<file path="config.mk">
export PLATFORM = sky130hd
export DESIGN_NAME = serial_port_ctrl
export DESIGN_NICKNAME = d
export VERILOG_FILES = /design/src/design/serial_port_pkg.sv /design/src/design/baud_if.sv /design/src/design/baud_prescaler.sv /design/src/design/serial_port_ctrl.sv
export VERILOG_INCLUDE_DIRS = /design/src /design/src/design
export SDC_FILE = /design/constraint.sdc
export NUM_CORES = 1
export LEC_CHECK = 0
export BUFFER_PORTS_ARGS = -buffer_cell sky130_fd_sc_hd__clkbuf_2
export CORE_MARGIN = 3
export CORE_UTILIZATION = 45
export CTS_CLUSTER_SIZE = 16
export DETAILED_ROUTE_END_ITERATION = 12
export PLACE_DENSITY = 0.82
export SLEW_MARGIN = 5
export SYNTH_ARGS = -nofsm -noshare
export SYNTH_HDL_FRONTEND = slang
export SYNTH_SLANG_ARGS = --single-unit
</file>
<file path="constraint.sdc">
create_clock -name pclk -period 2.95 [get_ports pclk]
set_input_delay 0.885 -clock pclk [delete_from_list [all_inputs] [get_ports pclk]]
set_output_delay 0.885 -clock pclk [all_outputs]
set_load 0.05 [all_outputs]
</file>
<file path="src/design/serial_port_defs.svh">
`ifndef SERIAL_PORT_DEFS_SVH
`define SERIAL_PORT_DEFS_SVH

// ----------------------------------------
// Register indices (byte address is four times the index)
// ----------------------------------------
`define IDX_ENABLE_CONTROL 8'hc1
`define IDX_FRAME_FORMAT 8'hc2
`define IDX_BAUD_LOW 8'hc4
`define IDX_BAUD_HIGH 8'hc5
`define IDX_LINK_STATUS 8'hc7

// ----------------------------------------
// Enable control fields
// ----------------------------------------
`define EC_RX_DONE_IRQ_EN 7
`define EC_TX_DONE_IRQ_EN 6
`define EC_BUF_EMPTY_IRQ_EN 5
`define EC_RECEIVER_EN 4
`define EC_TRANSMITTER_EN 3
`define EC_CHAR_SIZE_MSB 2
`define EC_RX_NINTH_BIT 1
`define EC_TX_NINTH_BIT 0

// ----------------------------------------
// Frame format fields
// ----------------------------------------
`define FF_OP_MODE_HI 7
`define FF_OP_MODE_LO 6
`define FF_PARITY_HI 5
`define FF_PARITY_LO 4
`define FF_STOP_BITS 3
`define FF_SIZE1_ORDER 2
`define FF_SIZE0_PHASE 1
`define FF_POLARITY 0

// ----------------------------------------
// Reset values and widths
// ----------------------------------------
`define RST_ENABLE_CONTROL 8'h00
`define RST_FRAME_FORMAT 8'h06
`define RST_BAUD_LOW 8'h00
`define RST_BAUD_HIGH 4'h0
`define BAUD_WIDTH 12

`endif

</file>
<file path="src/design/serial_port_pkg.sv">
`default_nettype none
package serial_port_pkg;

  typedef enum logic [1:0] {
    MODE_ASYNC = 2'h0,
    MODE_SYNC = 2'h1,
    MODE_RESERVED = 2'h2,
    MODE_MASTER_SPI = 2'h3
  } op_mode_t;

  typedef enum logic [1:0] {
    PARITY_OFF = 2'h0,
    PARITY_RESERVED = 2'h1,
    PARITY_EVEN = 2'h2,
    PARITY_ODD = 2'h3
  } parity_t;

endpackage
`default_nettype wire

</file>
<file path="src/design/baud_if.sv">
`default_nettype none
interface baud_if;
  logic [11:0] divisor;
  logic reload;
  logic tick;

  modport ctrl (output divisor, output reload, input tick);
  modport gen (input divisor, input reload, output tick);
endinterface
`default_nettype wire

</file>
<file path="src/design/baud_prescaler.sv">
`default_nettype none
module baud_prescaler
  import serial_port_pkg::*;
(
  input wire logic pclk,
  input wire logic presetn,
  input wire logic clk_en,
  baud_if.gen bif
);

  logic [11:0] count_reg;
  logic [11:0] count_next;
  logic tick_next;
  wire at_zero = (count_reg == 12'h000);

  // ----------------------------------------
  // Down counter, reloaded at zero and on baud low byte write
  // ----------------------------------------
  assign count_next = (bif.reload || at_zero) ? bif.divisor : count_reg - 12'h001;
  assign tick_next = at_zero && !bif.reload;

  always_ff @(posedge pclk or negedge presetn)
  begin
    if (!presetn)
    begin
      count_reg <= 12'h000;
      bif.tick <= 1'b0;
    end
    else if (clk_en)
    begin
      count_reg <= count_next;
      bif.tick <= tick_next;
    end
  end

endmodule
`default_nettype wire

</file>
<file path="src/design/serial_port_ctrl.sv">
// The APB register port is this design's own decision.
`default_nettype none
`include "serial_port_defs.svh"
module serial_port_ctrl
  import serial_port_pkg::*;
(
  input wire logic pclk,
  input wire logic presetn,
  input wire logic clk_en,
  input wire logic psel,
  input wire logic penable,
  input wire logic pwrite,
  input wire logic [11:0] paddr,
  input wire logic [31:0] pwdata,
  output logic [31:0] prdata,
  output logic pready,
  output logic pslverr,
  input wire logic global_irq_en,
  input wire logic rx_done_flag,
  input wire logic tx_done_flag,
  input wire logic buf_empty_flag,
  input wire logic rx_ninth_bit,
  input wire logic tx_shift_empty,
  input wire logic tx_buf_empty,
  output logic rx_done_irq,
  output logic tx_done_irq,
  output logic buf_empty_irq,
  output logic receiver_on,
  output logic rx_flush,
  output logic rx_err_flags_valid,
  output logic transmitter_on,
  output logic [1:0] op_mode,
  output logic [3:0] data_bits,
  output logic char_size_reserved,
  output logic parity_en,
  output logic parity_odd,
  output logic two_stop_bits,
  output logic lsb_first,
  output logic sample_on_rising,
  output logic change_on_rising,
  output logic clk_idle_high,
  output logic tx_ninth_bit,
  output logic [11:0] baud_divisor,
  output logic baud_tick
);

  // ----------------------------------------
  // Decode helpers
  // ----------------------------------------
  function automatic logic [3:0] size_to_bits(input logic [2:0] code);
    logic [3:0] bits;
    bits = 4'h8;
    unique case (code)
      3'h0: bits = 4'h5;
      3'h1: bits = 4'h6;
      3'h2: bits = 4'h7;
      3'h3: bits = 4'h8;
      3'h7: bits = 4'h9;
      default: bits = 4'h8;
    endcase
    return bits;
  endfunction

  function automatic logic is_spi(input logic [7:0] fmt);
    return fmt[`FF_OP_MODE_HI:`FF_OP_MODE_LO] == MODE_MASTER_SPI;
  endfunction

  // ----------------------------------------
  // Register state
  // ----------------------------------------
  logic [7:0] enable_control_reg;
  logic [7:0] frame_format_reg;
  logic [7:0] baud_low_reg;
  logic [3:0] baud_high_reg;
  logic tx_active_reg;
  logic tx_active_next;

  baud_if bif ();

  // ----------------------------------------
  // APB decode
  // ----------------------------------------
  wire [7:0] reg_index = paddr[9:2];
  wire addr_aligned = (paddr[1:0] == 2'h0) && (paddr[11:10] == 2'h0);
  wire hit_enable = addr_aligned && (reg_index == `IDX_ENABLE_CONTROL);
  wire hit_format = addr_aligned && (reg_index == `IDX_FRAME_FORMAT);
  wire hit_baud_low = addr_aligned && (reg_index == `IDX_BAUD_LOW);
  wire hit_baud_high = addr_aligned && (reg_index == `IDX_BAUD_HIGH);
  wire hit_status = addr_aligned && (reg_index == `IDX_LINK_STATUS);
  wire addr_mapped = hit_enable || hit_format || hit_baud_low || hit_baud_high || hit_status;

  // Access completes at the edge where pready is already high
  wire access_end = psel && penable && pready;
  wire access_phase = psel && penable && !pready;
  wire wr_ok = access_end && pwrite && addr_mapped;
  wire wr_enable = wr_ok && hit_enable;
  wire wr_format = wr_ok && hit_format;
  wire wr_baud_low = wr_ok && hit_baud_low;
  wire wr_baud_high = wr_ok && hit_baud_high;

  // ----------------------------------------
  // Enable control write value
  // ----------------------------------------
  // Received ninth bit is read only and comes from the receive engine
  wire [7:0] enable_wr_value = {pwdata[7:2], 1'b0, pwdata[0]};
  wire [7:0] enable_next = wr_enable ? enable_wr_value : enable_control_reg;
  wire rx_en_now = enable_control_reg[`EC_RECEIVER_EN];
  wire tx_en_next = enable_next[`EC_TRANSMITTER_EN];
  wire rx_disable_event = wr_enable && rx_en_now && !enable_wr_value[`EC_RECEIVER_EN];

  // ----------------------------------------
  // Transmitter deferred disable
  // ----------------------------------------
  wire tx_drained = tx_shift_empty && tx_buf_empty;
  assign tx_active_next = tx_en_next || (tx_active_reg && !tx_drained);

  // ----------------------------------------
  // Format decode, by operating mode
  // ----------------------------------------
  wire spi_mode = is_spi(frame_format_reg);
  wire [1:0] mode_field = frame_format_reg[`FF_OP_MODE_HI:`FF_OP_MODE_LO];
  wire sync_mode = (mode_field == MODE_SYNC);
  wire [1:0] parity_field = frame_format_reg[`FF_PARITY_HI:`FF_PARITY_LO];
  wire bit_a = frame_format_reg[`FF_SIZE1_ORDER];
  wire bit_b = frame_format_reg[`FF_SIZE0_PHASE];
  wire polarity = frame_format_reg[`FF_POLARITY];
  wire [2:0] size_code = {enable_control_reg[`EC_CHAR_SIZE_MSB], bit_a, bit_b};

  // SPI frames are always eight bits
  wire [3:0] data_bits_d = spi_mode ? 4'h8 : size_to_bits(size_code);
  wire size_reserved_d = !spi_mode && (size_code inside {3'h4, 3'h5, 3'h6});
  wire parity_en_d = !spi_mode && parity_field[1];
  wire parity_odd_d = !spi_mode && (parity_field == PARITY_ODD);
  wire two_stop_d = !spi_mode && frame_format_reg[`FF_STOP_BITS];
  wire lsb_first_d = spi_mode && bit_a;
  wire phase = spi_mode && bit_b;

  // Leading edge is rising when polarity is low
  wire sample_rising_d = spi_mode ? !(polarity ^ phase) : (sync_mode && polarity);
  wire change_rising_d = spi_mode ? (polarity ^ phase) : (sync_mode && !polarity);
  wire idle_high_d = (spi_mode || sync_mode) && polarity;
  wire tx_ninth_d = !spi_mode && enable_control_reg[`EC_TX_NINTH_BIT];

  // ----------------------------------------
  // Interrupt requests
  // ----------------------------------------
  wire rx_irq_d = enable_control_reg[`EC_RX_DONE_IRQ_EN] && global_irq_en && rx_done_flag;
  wire tx_irq_d = enable_control_reg[`EC_TX_DONE_IRQ_EN] && global_irq_en && tx_done_flag;
  wire be_irq_d = enable_control_reg[`EC_BUF_EMPTY_IRQ_EN] && global_irq_en && buf_empty_flag;

  // ----------------------------------------
  // Read mux
  // ----------------------------------------
  wire rx_ninth_view = !spi_mode && rx_ninth_bit;
  wire [7:0] enable_read = {enable_control_reg[7:2], rx_ninth_view, enable_control_reg[0]};
  wire [7:0] status_read = {3'h0, tx_active_reg, rx_en_now, buf_empty_flag, tx_done_flag, rx_done_flag};
  wire [7:0] read_byte =
    hit_enable ? enable_read :
    hit_format ? frame_format_reg :
    hit_baud_low ? baud_low_reg :
    hit_baud_high ? {4'h0, baud_high_reg} :
    hit_status ? status_read : 8'h00;
  wire [31:0] rdata_d = (!pwrite && addr_mapped) ? {24'h000000, read_byte} : 32'h00000000;

  // ----------------------------------------
  // Baud prescaler link
  // ----------------------------------------
  assign bif.divisor = {baud_high_reg, baud_low_reg};
  assign bif.reload = wr_baud_low && clk_en;

  baud_prescaler prescaler_inst (
    .pclk(pclk),
    .presetn(presetn),
    .clk_en(clk_en),
    .bif(bif)
  );

  assign baud_tick = bif.tick;

  // ----------------------------------------
  // APB handshake
  // ----------------------------------------
  always_ff @(posedge pclk or negedge presetn)
  begin
    if (!presetn)
    begin
      pready <= 1'b0;
      prdata <= 32'h00000000;
      pslverr <= 1'b0;
    end
    else if (clk_en)
    begin
      pready <= access_phase;
      prdata <= access_phase ? rdata_d : 32'h00000000;
      pslverr <= access_phase && !addr_mapped;
    end
  end

  // ----------------------------------------
  // Software registers
  // ----------------------------------------
  always_ff @(posedge pclk or negedge presetn)
  begin
    if (!presetn)
    begin
      enable_control_reg <= `RST_ENABLE_CONTROL;
      frame_format_reg <= `RST_FRAME_FORMAT;
      baud_low_reg <= `RST_BAUD_LOW;
      baud_high_reg <= `RST_BAUD_HIGH;
    end
    else if (clk_en)
    begin
      enable_control_reg <= enable_next;
      if (wr_format)
      begin
        frame_format_reg <= pwdata[7:0];
      end
      if (wr_baud_low)
      begin
        baud_low_reg <= pwdata[7:0];
      end
      if (wr_baud_high)
      begin
        baud_high_reg <= pwdata[3:0];
      end
    end
  end

  // ----------------------------------------
  // Enable and pin ownership state
  // ----------------------------------------
  always_ff @(posedge pclk or negedge presetn)
  begin
    if (!presetn)
    begin
      tx_active_reg <= 1'b0;
      receiver_on <= 1'b0;
      rx_flush <= 1'b0;
      rx_err_flags_valid <= 1'b0;
    end
    else if (clk_en)
    begin
      tx_active_reg <= tx_active_next;
      receiver_on <= enable_next[`EC_RECEIVER_EN];
      rx_flush <= rx_disable_event;
      rx_err_flags_valid <= enable_next[`EC_RECEIVER_EN];
    end
  end

  assign transmitter_on = tx_active_reg;

  // ----------------------------------------
  // Decoded configuration and requests
  // ----------------------------------------
  always_ff @(posedge pclk or negedge presetn)
  begin
    if (!presetn)
    begin
      rx_done_irq <= 1'b0;
      tx_done_irq <= 1'b0;
      buf_empty_irq <= 1'b0;
      op_mode <= 2'h0;
      data_bits <= 4'h8;
      char_size_reserved <= 1'b0;
      parity_en <= 1'b0;
      parity_odd <= 1'b0;
      two_stop_bits <= 1'b0;
      lsb_first <= 1'b0;
      sample_on_rising <= 1'b0;
      change_on_rising <= 1'b0;
      clk_idle_high <= 1'b0;
      tx_ninth_bit <= 1'b0;
      baud_divisor <= 12'h000;
    end
    else if (clk_en)
    begin
      rx_done_irq <= rx_irq_d;
      tx_done_irq <= tx_irq_d;
      buf_empty_irq <= be_irq_d;
      op_mode <= mode_field;
      data_bits <= data_bits_d;
      char_size_reserved <= size_reserved_d;
      parity_en <= parity_en_d;
      parity_odd <= parity_odd_d;
      two_stop_bits <= two_stop_d;
      lsb_first <= lsb_first_d;
      sample_on_rising <= sample_rising_d;
      change_on_rising <= change_rising_d;
      clk_idle_high <= idle_high_d;
      tx_ninth_bit <= tx_ninth_d;
      baud_divisor <= {baud_high_reg, baud_low_reg};
    end
  end

endmodule
`default_nettype wire

</file>
==> metrics.md, run 1 <==
| Metric | Value |
|---|---|
| Mux contribution to synthesized area | `0.135` |
| Reg clk slew, reported paths | `0.08 ns` |
| Post-route ant nets | `0` |
| Hold Vio Cnt, Final | `0` |
| DRT iter0 DRCs | `approximately 130` |
| Drt total wl | `9600 um` |
| Flip-flop and latch area | `0.00206 mm2` |
| Adder-cell share of the synthesized area | `0.00608` |
| Post-synth top area cell | `dfrtp_1` |
| R2r setup slk | `0.38 ns` |
| Quantity of I/O buffers inserted on ports | `77` |
| Layout cells sized above 1 | `0.334` |
| Nets | `521` |
| Mapped Cells | `380` |
| Seq pwr share | `0.549` |
| CTS tree | `built` |
| Post-synthesis sequential area ratio | `0.499` |
| Unrepaired setup endpoints after global routing | `no` |
| R2R depth | `7` |
| Synth-to-layout area growth | `14.9%` |
| Final Max Slew Viols | `0` |
| Slew margin rel. | `0.610` |
| Synth warn | `0` |
| Worst Path Required | `3.16 ns` |
| Kind of critical path | `register to register` |
| DR WL/cell | `16.7 um` |
| Row cnt | `34` |
| All-layer global routing usage | `0.191` |
| Clock Power Share | `0.307` |
| Skew final | `approximately 0.0092 ns` |
| GRT overflow | `0` |
| Fin crit share | `0.872` |
| CTS Buffer Depth | `2` |
| Int Pwr | `about 1.6 mW` |
| Die Ht | `102 um` |
| Yosys reg bits | `82` |
| Multi-input logic area | `around 0.0018 mm2` |
| Logic pwr share | `0.144` |
| Largest net degree at the start of global routing | `44` |
| Actual slew at the worst max-slew pin | `0.585 ns` |
| Ys async rst share | `1.00` |
| Critical path data arrival time | `~2.8 ns` |
| Top FF cell, synth | `dfrtp_1` |
| Hold Path Cell Cnt | `2` |
| VDD IR-drop max | `376 uV` |
| Synth top area share | `0.480` |
| Ports | `126` |
| First drt pass iteration count | `4` |
| Hold Path End | `change_on_rising$_DFFE_PN0P_` |
| Startpoint types | `register` |
| Die X | `about 100 um` |
| Largest family of logic cells by synthesized area | `multiplexers` |
| Hold_buf cts | `0` |
| Dominant cell by count in the synthesized netlist | `dfrtp_1` |
| Syn Area/Cell | `10.8 um2` |
| Initial core utilization | `0.468` |
| GP Congestion | `approximately 0.93` |
| Leakage | `2.37 nW` |
| Fill cells | `approximately 770` |
| Min Tclk post-route | `2.57 ns` |
| DRC viols | `0` |
| Status | `finished clean` |
| Vias per inst | `roughly 5.5` |
| Ant diodes | `0` |
| CTS H-tree depth | `3` |
| Fmax | `0.389 GHz` |
| Sw Ratio | `0.302` |
| Simple-gate share of the synthesized area | `0.132` |
| CP Capture Type | `register` |
| Post-synth EDFFs | `0` |
| Number of global-route vias before repair | `3060` |
| Post-synthesis compound-gate area fraction | `0.126` |
| Worst reg2reg startpoint | `prescaler_inst.count_reg[0]$_DFFE_PN0P_` |
| Setup TNS | `0 ns` |
| Core Region | `0.00881 mm2` |
| Clk sinks | `just over 80` |
| # Max-Cap Violations | `0` |
| Setup bufs post-CTS | `0` |
| Dpl hpwl | `7040 um` |
| Power per cell area | `482 mW/mm2` |
| CTS resizes | `0` |
| Worst hold path type | `register to register` |
| DIE AREA | `0.0103 mm2` |
| First-pass GRT wire length | `between 15000 and 20000 um` |
| Mapped Area | `0.00412 mm2` |
| Final setup fails | `0` |
| Peak fanout along the critical path | `23` |
| Root Driver | `clkbuf_8` |
| Fin Hold WS | `about 0.48 ns` |
| Inserted Clock Buffers | `9` |
| Antenna violations before repair | `0` |
| Synth cell types | `52` |
| Sw Pwr | `approximately 0.69 mW` |
| HP Start | `change_on_rising$_DFFE_PN0P_` |
| Vias | `3181` |
| Synth Area in XOR/XNOR | `0.00638` |
| Skew-Pair Late Insertion Delay | `0.35 ns` |
| Top cells by area, synth | `dfrtp_1 (48%), mux2_2 (10%), buf_4 (4.7%)` |
| Post-synth top cells | `dfrtp_1 (79), mux2_2 (38), o21ai_0 (33)` |
| Capture point of the worst reg-to-reg path | `prescaler_inst.count_reg[2]$_DFFE_PN0P_` |
metal layers:
metal,track usage,share of wire,up-vias
li1,-,-,1474
met1,0.253,0.44,1588
met2,0.312,0.49,106
met3,0.0379,0.053,13
met4,0.0706,0.017,0
met5,0,0,-
logic make-up (layout without fill, tap and decap cells):
logic type / Yosys count / in the layout
AND/OR/NAND/NOR: 92 / 92
flip-flops: 82 / 82
AO/OA/AOI/OAI: 77 / 77
buffers and inverters: 72 / 136
multiplexers: 51 / 51
XOR/XNOR: 3 / 3
adder cells (fa/ha/maj): 2 / 2
other: 1 / 24
worst max path at each step:
stage / from / end / slack, ns / depth (start not counted)
floorplan: paddr[1] / baud_low_reg[0]$_DFFE_PN0P_ / 0.33 / 5
global placement: paddr[1] / enable_control_reg[5]$_DFFE_PN0P_ / 0.1 / 5
detailed placement: paddr[1] / enable_control_reg[7]$_DFFE_PN0P_ / 0.08 / 5
CTS: prescaler_inst.count_reg[0]$_DFFE_PN0P_ / prescaler_inst.count_reg[2]$_DFFE_PN0P_ / 0.36 / 7
global route: prescaler_inst.count_reg[0]$_DFFE_PN0P_ / prescaler_inst.count_reg[8]$_DFFE_PN0P_ / 0.21 / 7
finish: prescaler_inst.count_reg[0]$_DFFE_PN0P_ / prescaler_inst.count_reg[2]$_DFFE_PN0P_ / 0.38 / 7
critical path: stages, from the launching register on:
cell and delay (ns):
dfrtp_1 0.41, inv_1 0.10, ha_1 0.15, or4b_2 0.58
nor3_1 0.35, a41o_2 0.49, mux2i_1 0.25, a22oi_1 0.10
placed cells by master, fill, tap and decap left out, types with 3 or more instances in the layout:
cell type	count
o211a_1	4
mux2_2	38
clkbuf_2	76
a22oi_1	11
nor2b_1	7
dfstp_2	3
clkinv_2	3
conb_1	24
mux2i_1	13
nand2_1	21
dfrtp_1	79
nand3_1	15
clkbuf_8	9
a21oi_1	6
nor2_1	10
nor3_1	7
a221oi_1	3
buf_4	14
inv_1	29
o2bb2ai_1	12
or4_1	3
o21ai_0	33
nand4_1	6
layout make-up:
class	instances	area share
sequential	82	0.434
multi-input combinational	249	0.373
timing repair buffer	91	0.107
tap	108	0.0286
clock buffer	11	0.0278
inverter	29	0.0230
clock inverter	5	0.00661
through the flow:
step                power [mW]  setup slack, ns  cell area (um2)  instances  utilization
CTS                       2.29            0.356             4730        575        0.537
floorplan                 1.52            0.328             4210        403            -
finish                    2.28            0.377             4730        575        0.537
detailed placement        1.60           0.0798             4570        559        0.519
global route              2.38            0.214             4730        575        0.537
global placement          1.59           0.0971             4570        559        0.519
power groups by stage:
stage	Sequential, mW	Clock [mW]	Combinational, mW
3_5_place_dp	1.27	0	0.329
3_3_place_gp	1.27	0	0.319
2_1_floorplan	1.27	0	0.245
4_1_cts	1.25	0.709	0.330
5_1_grt	1.26	0.756	0.365
6_report	1.25	0.700	0.329
Power figures use the tool's default switching activity.
==> run 2, diff against run 1 <==
--- a/config.mk
+++ b/config.mk
@@ -15,4 +15,5 @@
 export SLEW_MARGIN = 5
 export SYNTH_ARGS = -nofsm -noshare
 export SYNTH_HDL_FRONTEND = slang
+export SYNTH_HIERARCHICAL = 1
 export SYNTH_SLANG_ARGS = --single-unit
==> run 2 against run 1 <==
Compared with the run above:
- register-to-register slack gained 0.35 ns
- critical path type is now input port to register
- first-iteration DRC count grew 150%
- largest power group unchanged
- highest routed layer unchanged
- design area up 4.3%
- synthesized cell count rose by 0.79%
==> metrics.md, run 2 <==
| Metric | Value |
|---|---|
| Status | `finished clean` |
| VDD IR-drop max | `roughly 310 uV` |
| Final Max Slew Viols | `0` |
| Largest net degree at the start of global routing | `44` |
| Dpl hpwl | `8010 um` |
| DIE AREA | `0.0104 mm2` |
| Pre-CTS setup slack | `-0.336 ns` |
| Kind of critical path | `input port to register` |
| CTS Buffer Depth | `2` |
| Top cells by area, synth | `dfrtp_1 (48%), mux2_2 (10%), buf_4 (4.5%)` |
| Post-synth EDFFs | `0` |
| DRC viols | `0` |
| Placed cell count | `between 500 and 600` |
| Mapped Area | `0.00416 mm2` |
| Peak fanout along the critical path | `8` |
| Setup bufs post-CTS | `0` |
| First drt pass iteration count | `5` |
| Ant diodes | `0` |
| Fin crit share | `0.972` |
| Hold Vio Cnt, Final | `0` |
| Leakage | `2.36 nW` |
| Drt total wl | `10900 um` |
| All-layer global routing usage | `0.214` |
| Synth top area share | `0.475` |
| Post-synthesis sequential area ratio | `0.494` |
| Post-Layout Cell Count | `592` |
| Root Driver | `clkbuf_8` |
| Fmax | `roughly 0.35 GHz` |
| Initial core utilization | `0.470` |
| CTS tree | `built` |
| Yosys reg bits | `82` |
| Power per cell area | `455 mW/mm2` |
| Die Ht | `102 um` |
| DR WL/cell | `approximately 18 um` |
| Vias | `3416` |
| Skew-Pair Late Insertion Delay | `0.35 ns` |
| Post-route ant nets | `0` |
| Unrepaired setup endpoints after global routing | `no` |
| # Max-Cap Violations | `0` |
| Antenna violations before repair | `0` |
| Vias per inst | `between 5 and 6` |
| Synth-to-layout area growth | `18.6%` |
| Core Region | `slightly below 0.009 mm2` |
| CP Capture Type | `register` |
| Post-synth top cells | `dfrtp_1 (79), mux2_2 (38), buf_4 (25)` |
| Die X | `102 um` |
| Clk sinks | `roughly 80` |
| Mapped Cells | `383` |
| Quantity of I/O buffers inserted on ports | `between 70 and 80` |
| Skew final | `~0.0074 ns` |
| Top FF cell, synth | `dfrtp_1` |
| Synth warn | `6` |
| Syn Area/Cell | `around 11 um2` |
| Final worst slack | `0.0836 ns` |
| Inserted Clock Buffers | `9` |
| Synth cell types | `59` |
| Worst hold path type | `register to register` |
| Post-synth top area cell | `dfrtp_1` |
| Most frequent cells in the layout | `dfrtp_1 (79), clkbuf_2 (76), mux2_2 (38)` |
| Ys async rst share | `1.00` |
| Min Tclk post-route | `2.87 ns` |
| Setup TNS | `0 ns` |
| Number of global-route vias before repair | `3226` |
| First-pass GRT wire length | `17200 um` |
| Actual slew at the worst max-slew pin | `0.614 ns` |
| GRT overflow | `0` |
| CTS H-tree depth | `3` |
| Critical path data arrival time | `between 3 and 4 ns` |
| Slew margin rel. | `0.590` |
| Utilization after layout | `0.558` |
| Ports | `126` |
| Final setup fails | `0` |
| Layout cells sized above 1 | `0.362` |
| Dominant cell by count in the synthesized netlist | `dfrtp_1` |
| DRT iter0 DRCs | `322` |
| Nets | `about 540` |
| Worst Path Required | `3.19 ns` |
| Commonest non-fill, non-tap cell in the layout | `dfrtp_1` |
| GP Congestion | `0.939` |
| Reg clk slew, reported paths | `0.09 ns` |
| Startpoint types | `input port` |
| Row cnt | `34` |
## run 2: final timing paths
kind	start	endpoint	slack, ns	cells past startpoint
max	paddr[1]	prescaler_inst/count_reg[5]$_DFFE_PN0P_	0.08	9
min	change_on_rising$_DFFE_PN0P_	change_on_rising$_DFFE_PN0P_	0.48	2
max reg2reg	prescaler_inst/count_reg[0]$_DFFE_PN0P_	prescaler_inst/count_reg[5]$_DFFE_PN0P_	0.73	7
min reg2reg	change_on_rising$_DFFE_PN0P_	change_on_rising$_DFFE_PN0P_	0.48	2
max in group asynchronous	presetn	data_bits[3]$_DFFE_PN1P_	1.75	2
min in group asynchronous	presetn	prescaler_inst/count_reg[6]$_DFFE_PN0P_	0.50	1
## run 2: layout make-up
cell class                 instances  area (um2)
multi-input combinational        260        1850
sequential                        82        2060
inverter                          21        78.8
clock inverter                     6        48.8
clock buffer                      10         138
tap                              108         135
timing repair buffer             105         623
fill                             768        3920
## run 2: metal layers
metal / wire, um / vias to the layer above / global-route usage
li1: - / 1565 / -
met1: 4970 / 1668 / 0.312
met2: 4940 / 156 / 0.320
met3: 692 / 27 / 0.0328
met4: 293 / 0 / 0.0878
met5: 0 / - / 0
## run 2: cells by family after synthesis
group | share of synthesized area
AO/OA/AOI/OAI | 0.149
XOR/XNOR | 0.00421
adder cells (fa/ha/maj) | 0.00601
buffers and inverters | 0.0842
flip-flops | 0.494
multiplexers | 0.110
other | 0.000901
AND/OR/NAND/NOR | 0.151
## run 2: critical path, stage by stage
cell and delay, ns:
clkbuf_2 0.09, or4_4 0.55, or3_4 0.39, or3_4 0.35
nor3_4 0.18, a41o_4 0.20, buf_4 0.15, a21oi_1 0.04
a311o_1 0.27
## run 2: per-stage QoR
step	instance area (um2)	hold WS [ns]	power, mW
floorplan	4250	0.466	1.42
global placement	4740	0.459	1.48
detailed placement	4740	0.467	1.49
CTS	4920	0.487	2.25
global route	4930	0.505	2.34
finish	4930	0.484	2.24
## run 2: power by group
group | internal (mW) | switching, mW
Sequential | 1.15 | 0.0336
Clock | 0.336 | 0.434
Combinational | 0.0847 | 0.206
## run 2: what timing repair did
action / 4_1_cts / 5_1_grt
endpoints found under the setup margin: 0 / 6
hold buffers: 0 / 0
gates resized for setup: 0 / 1
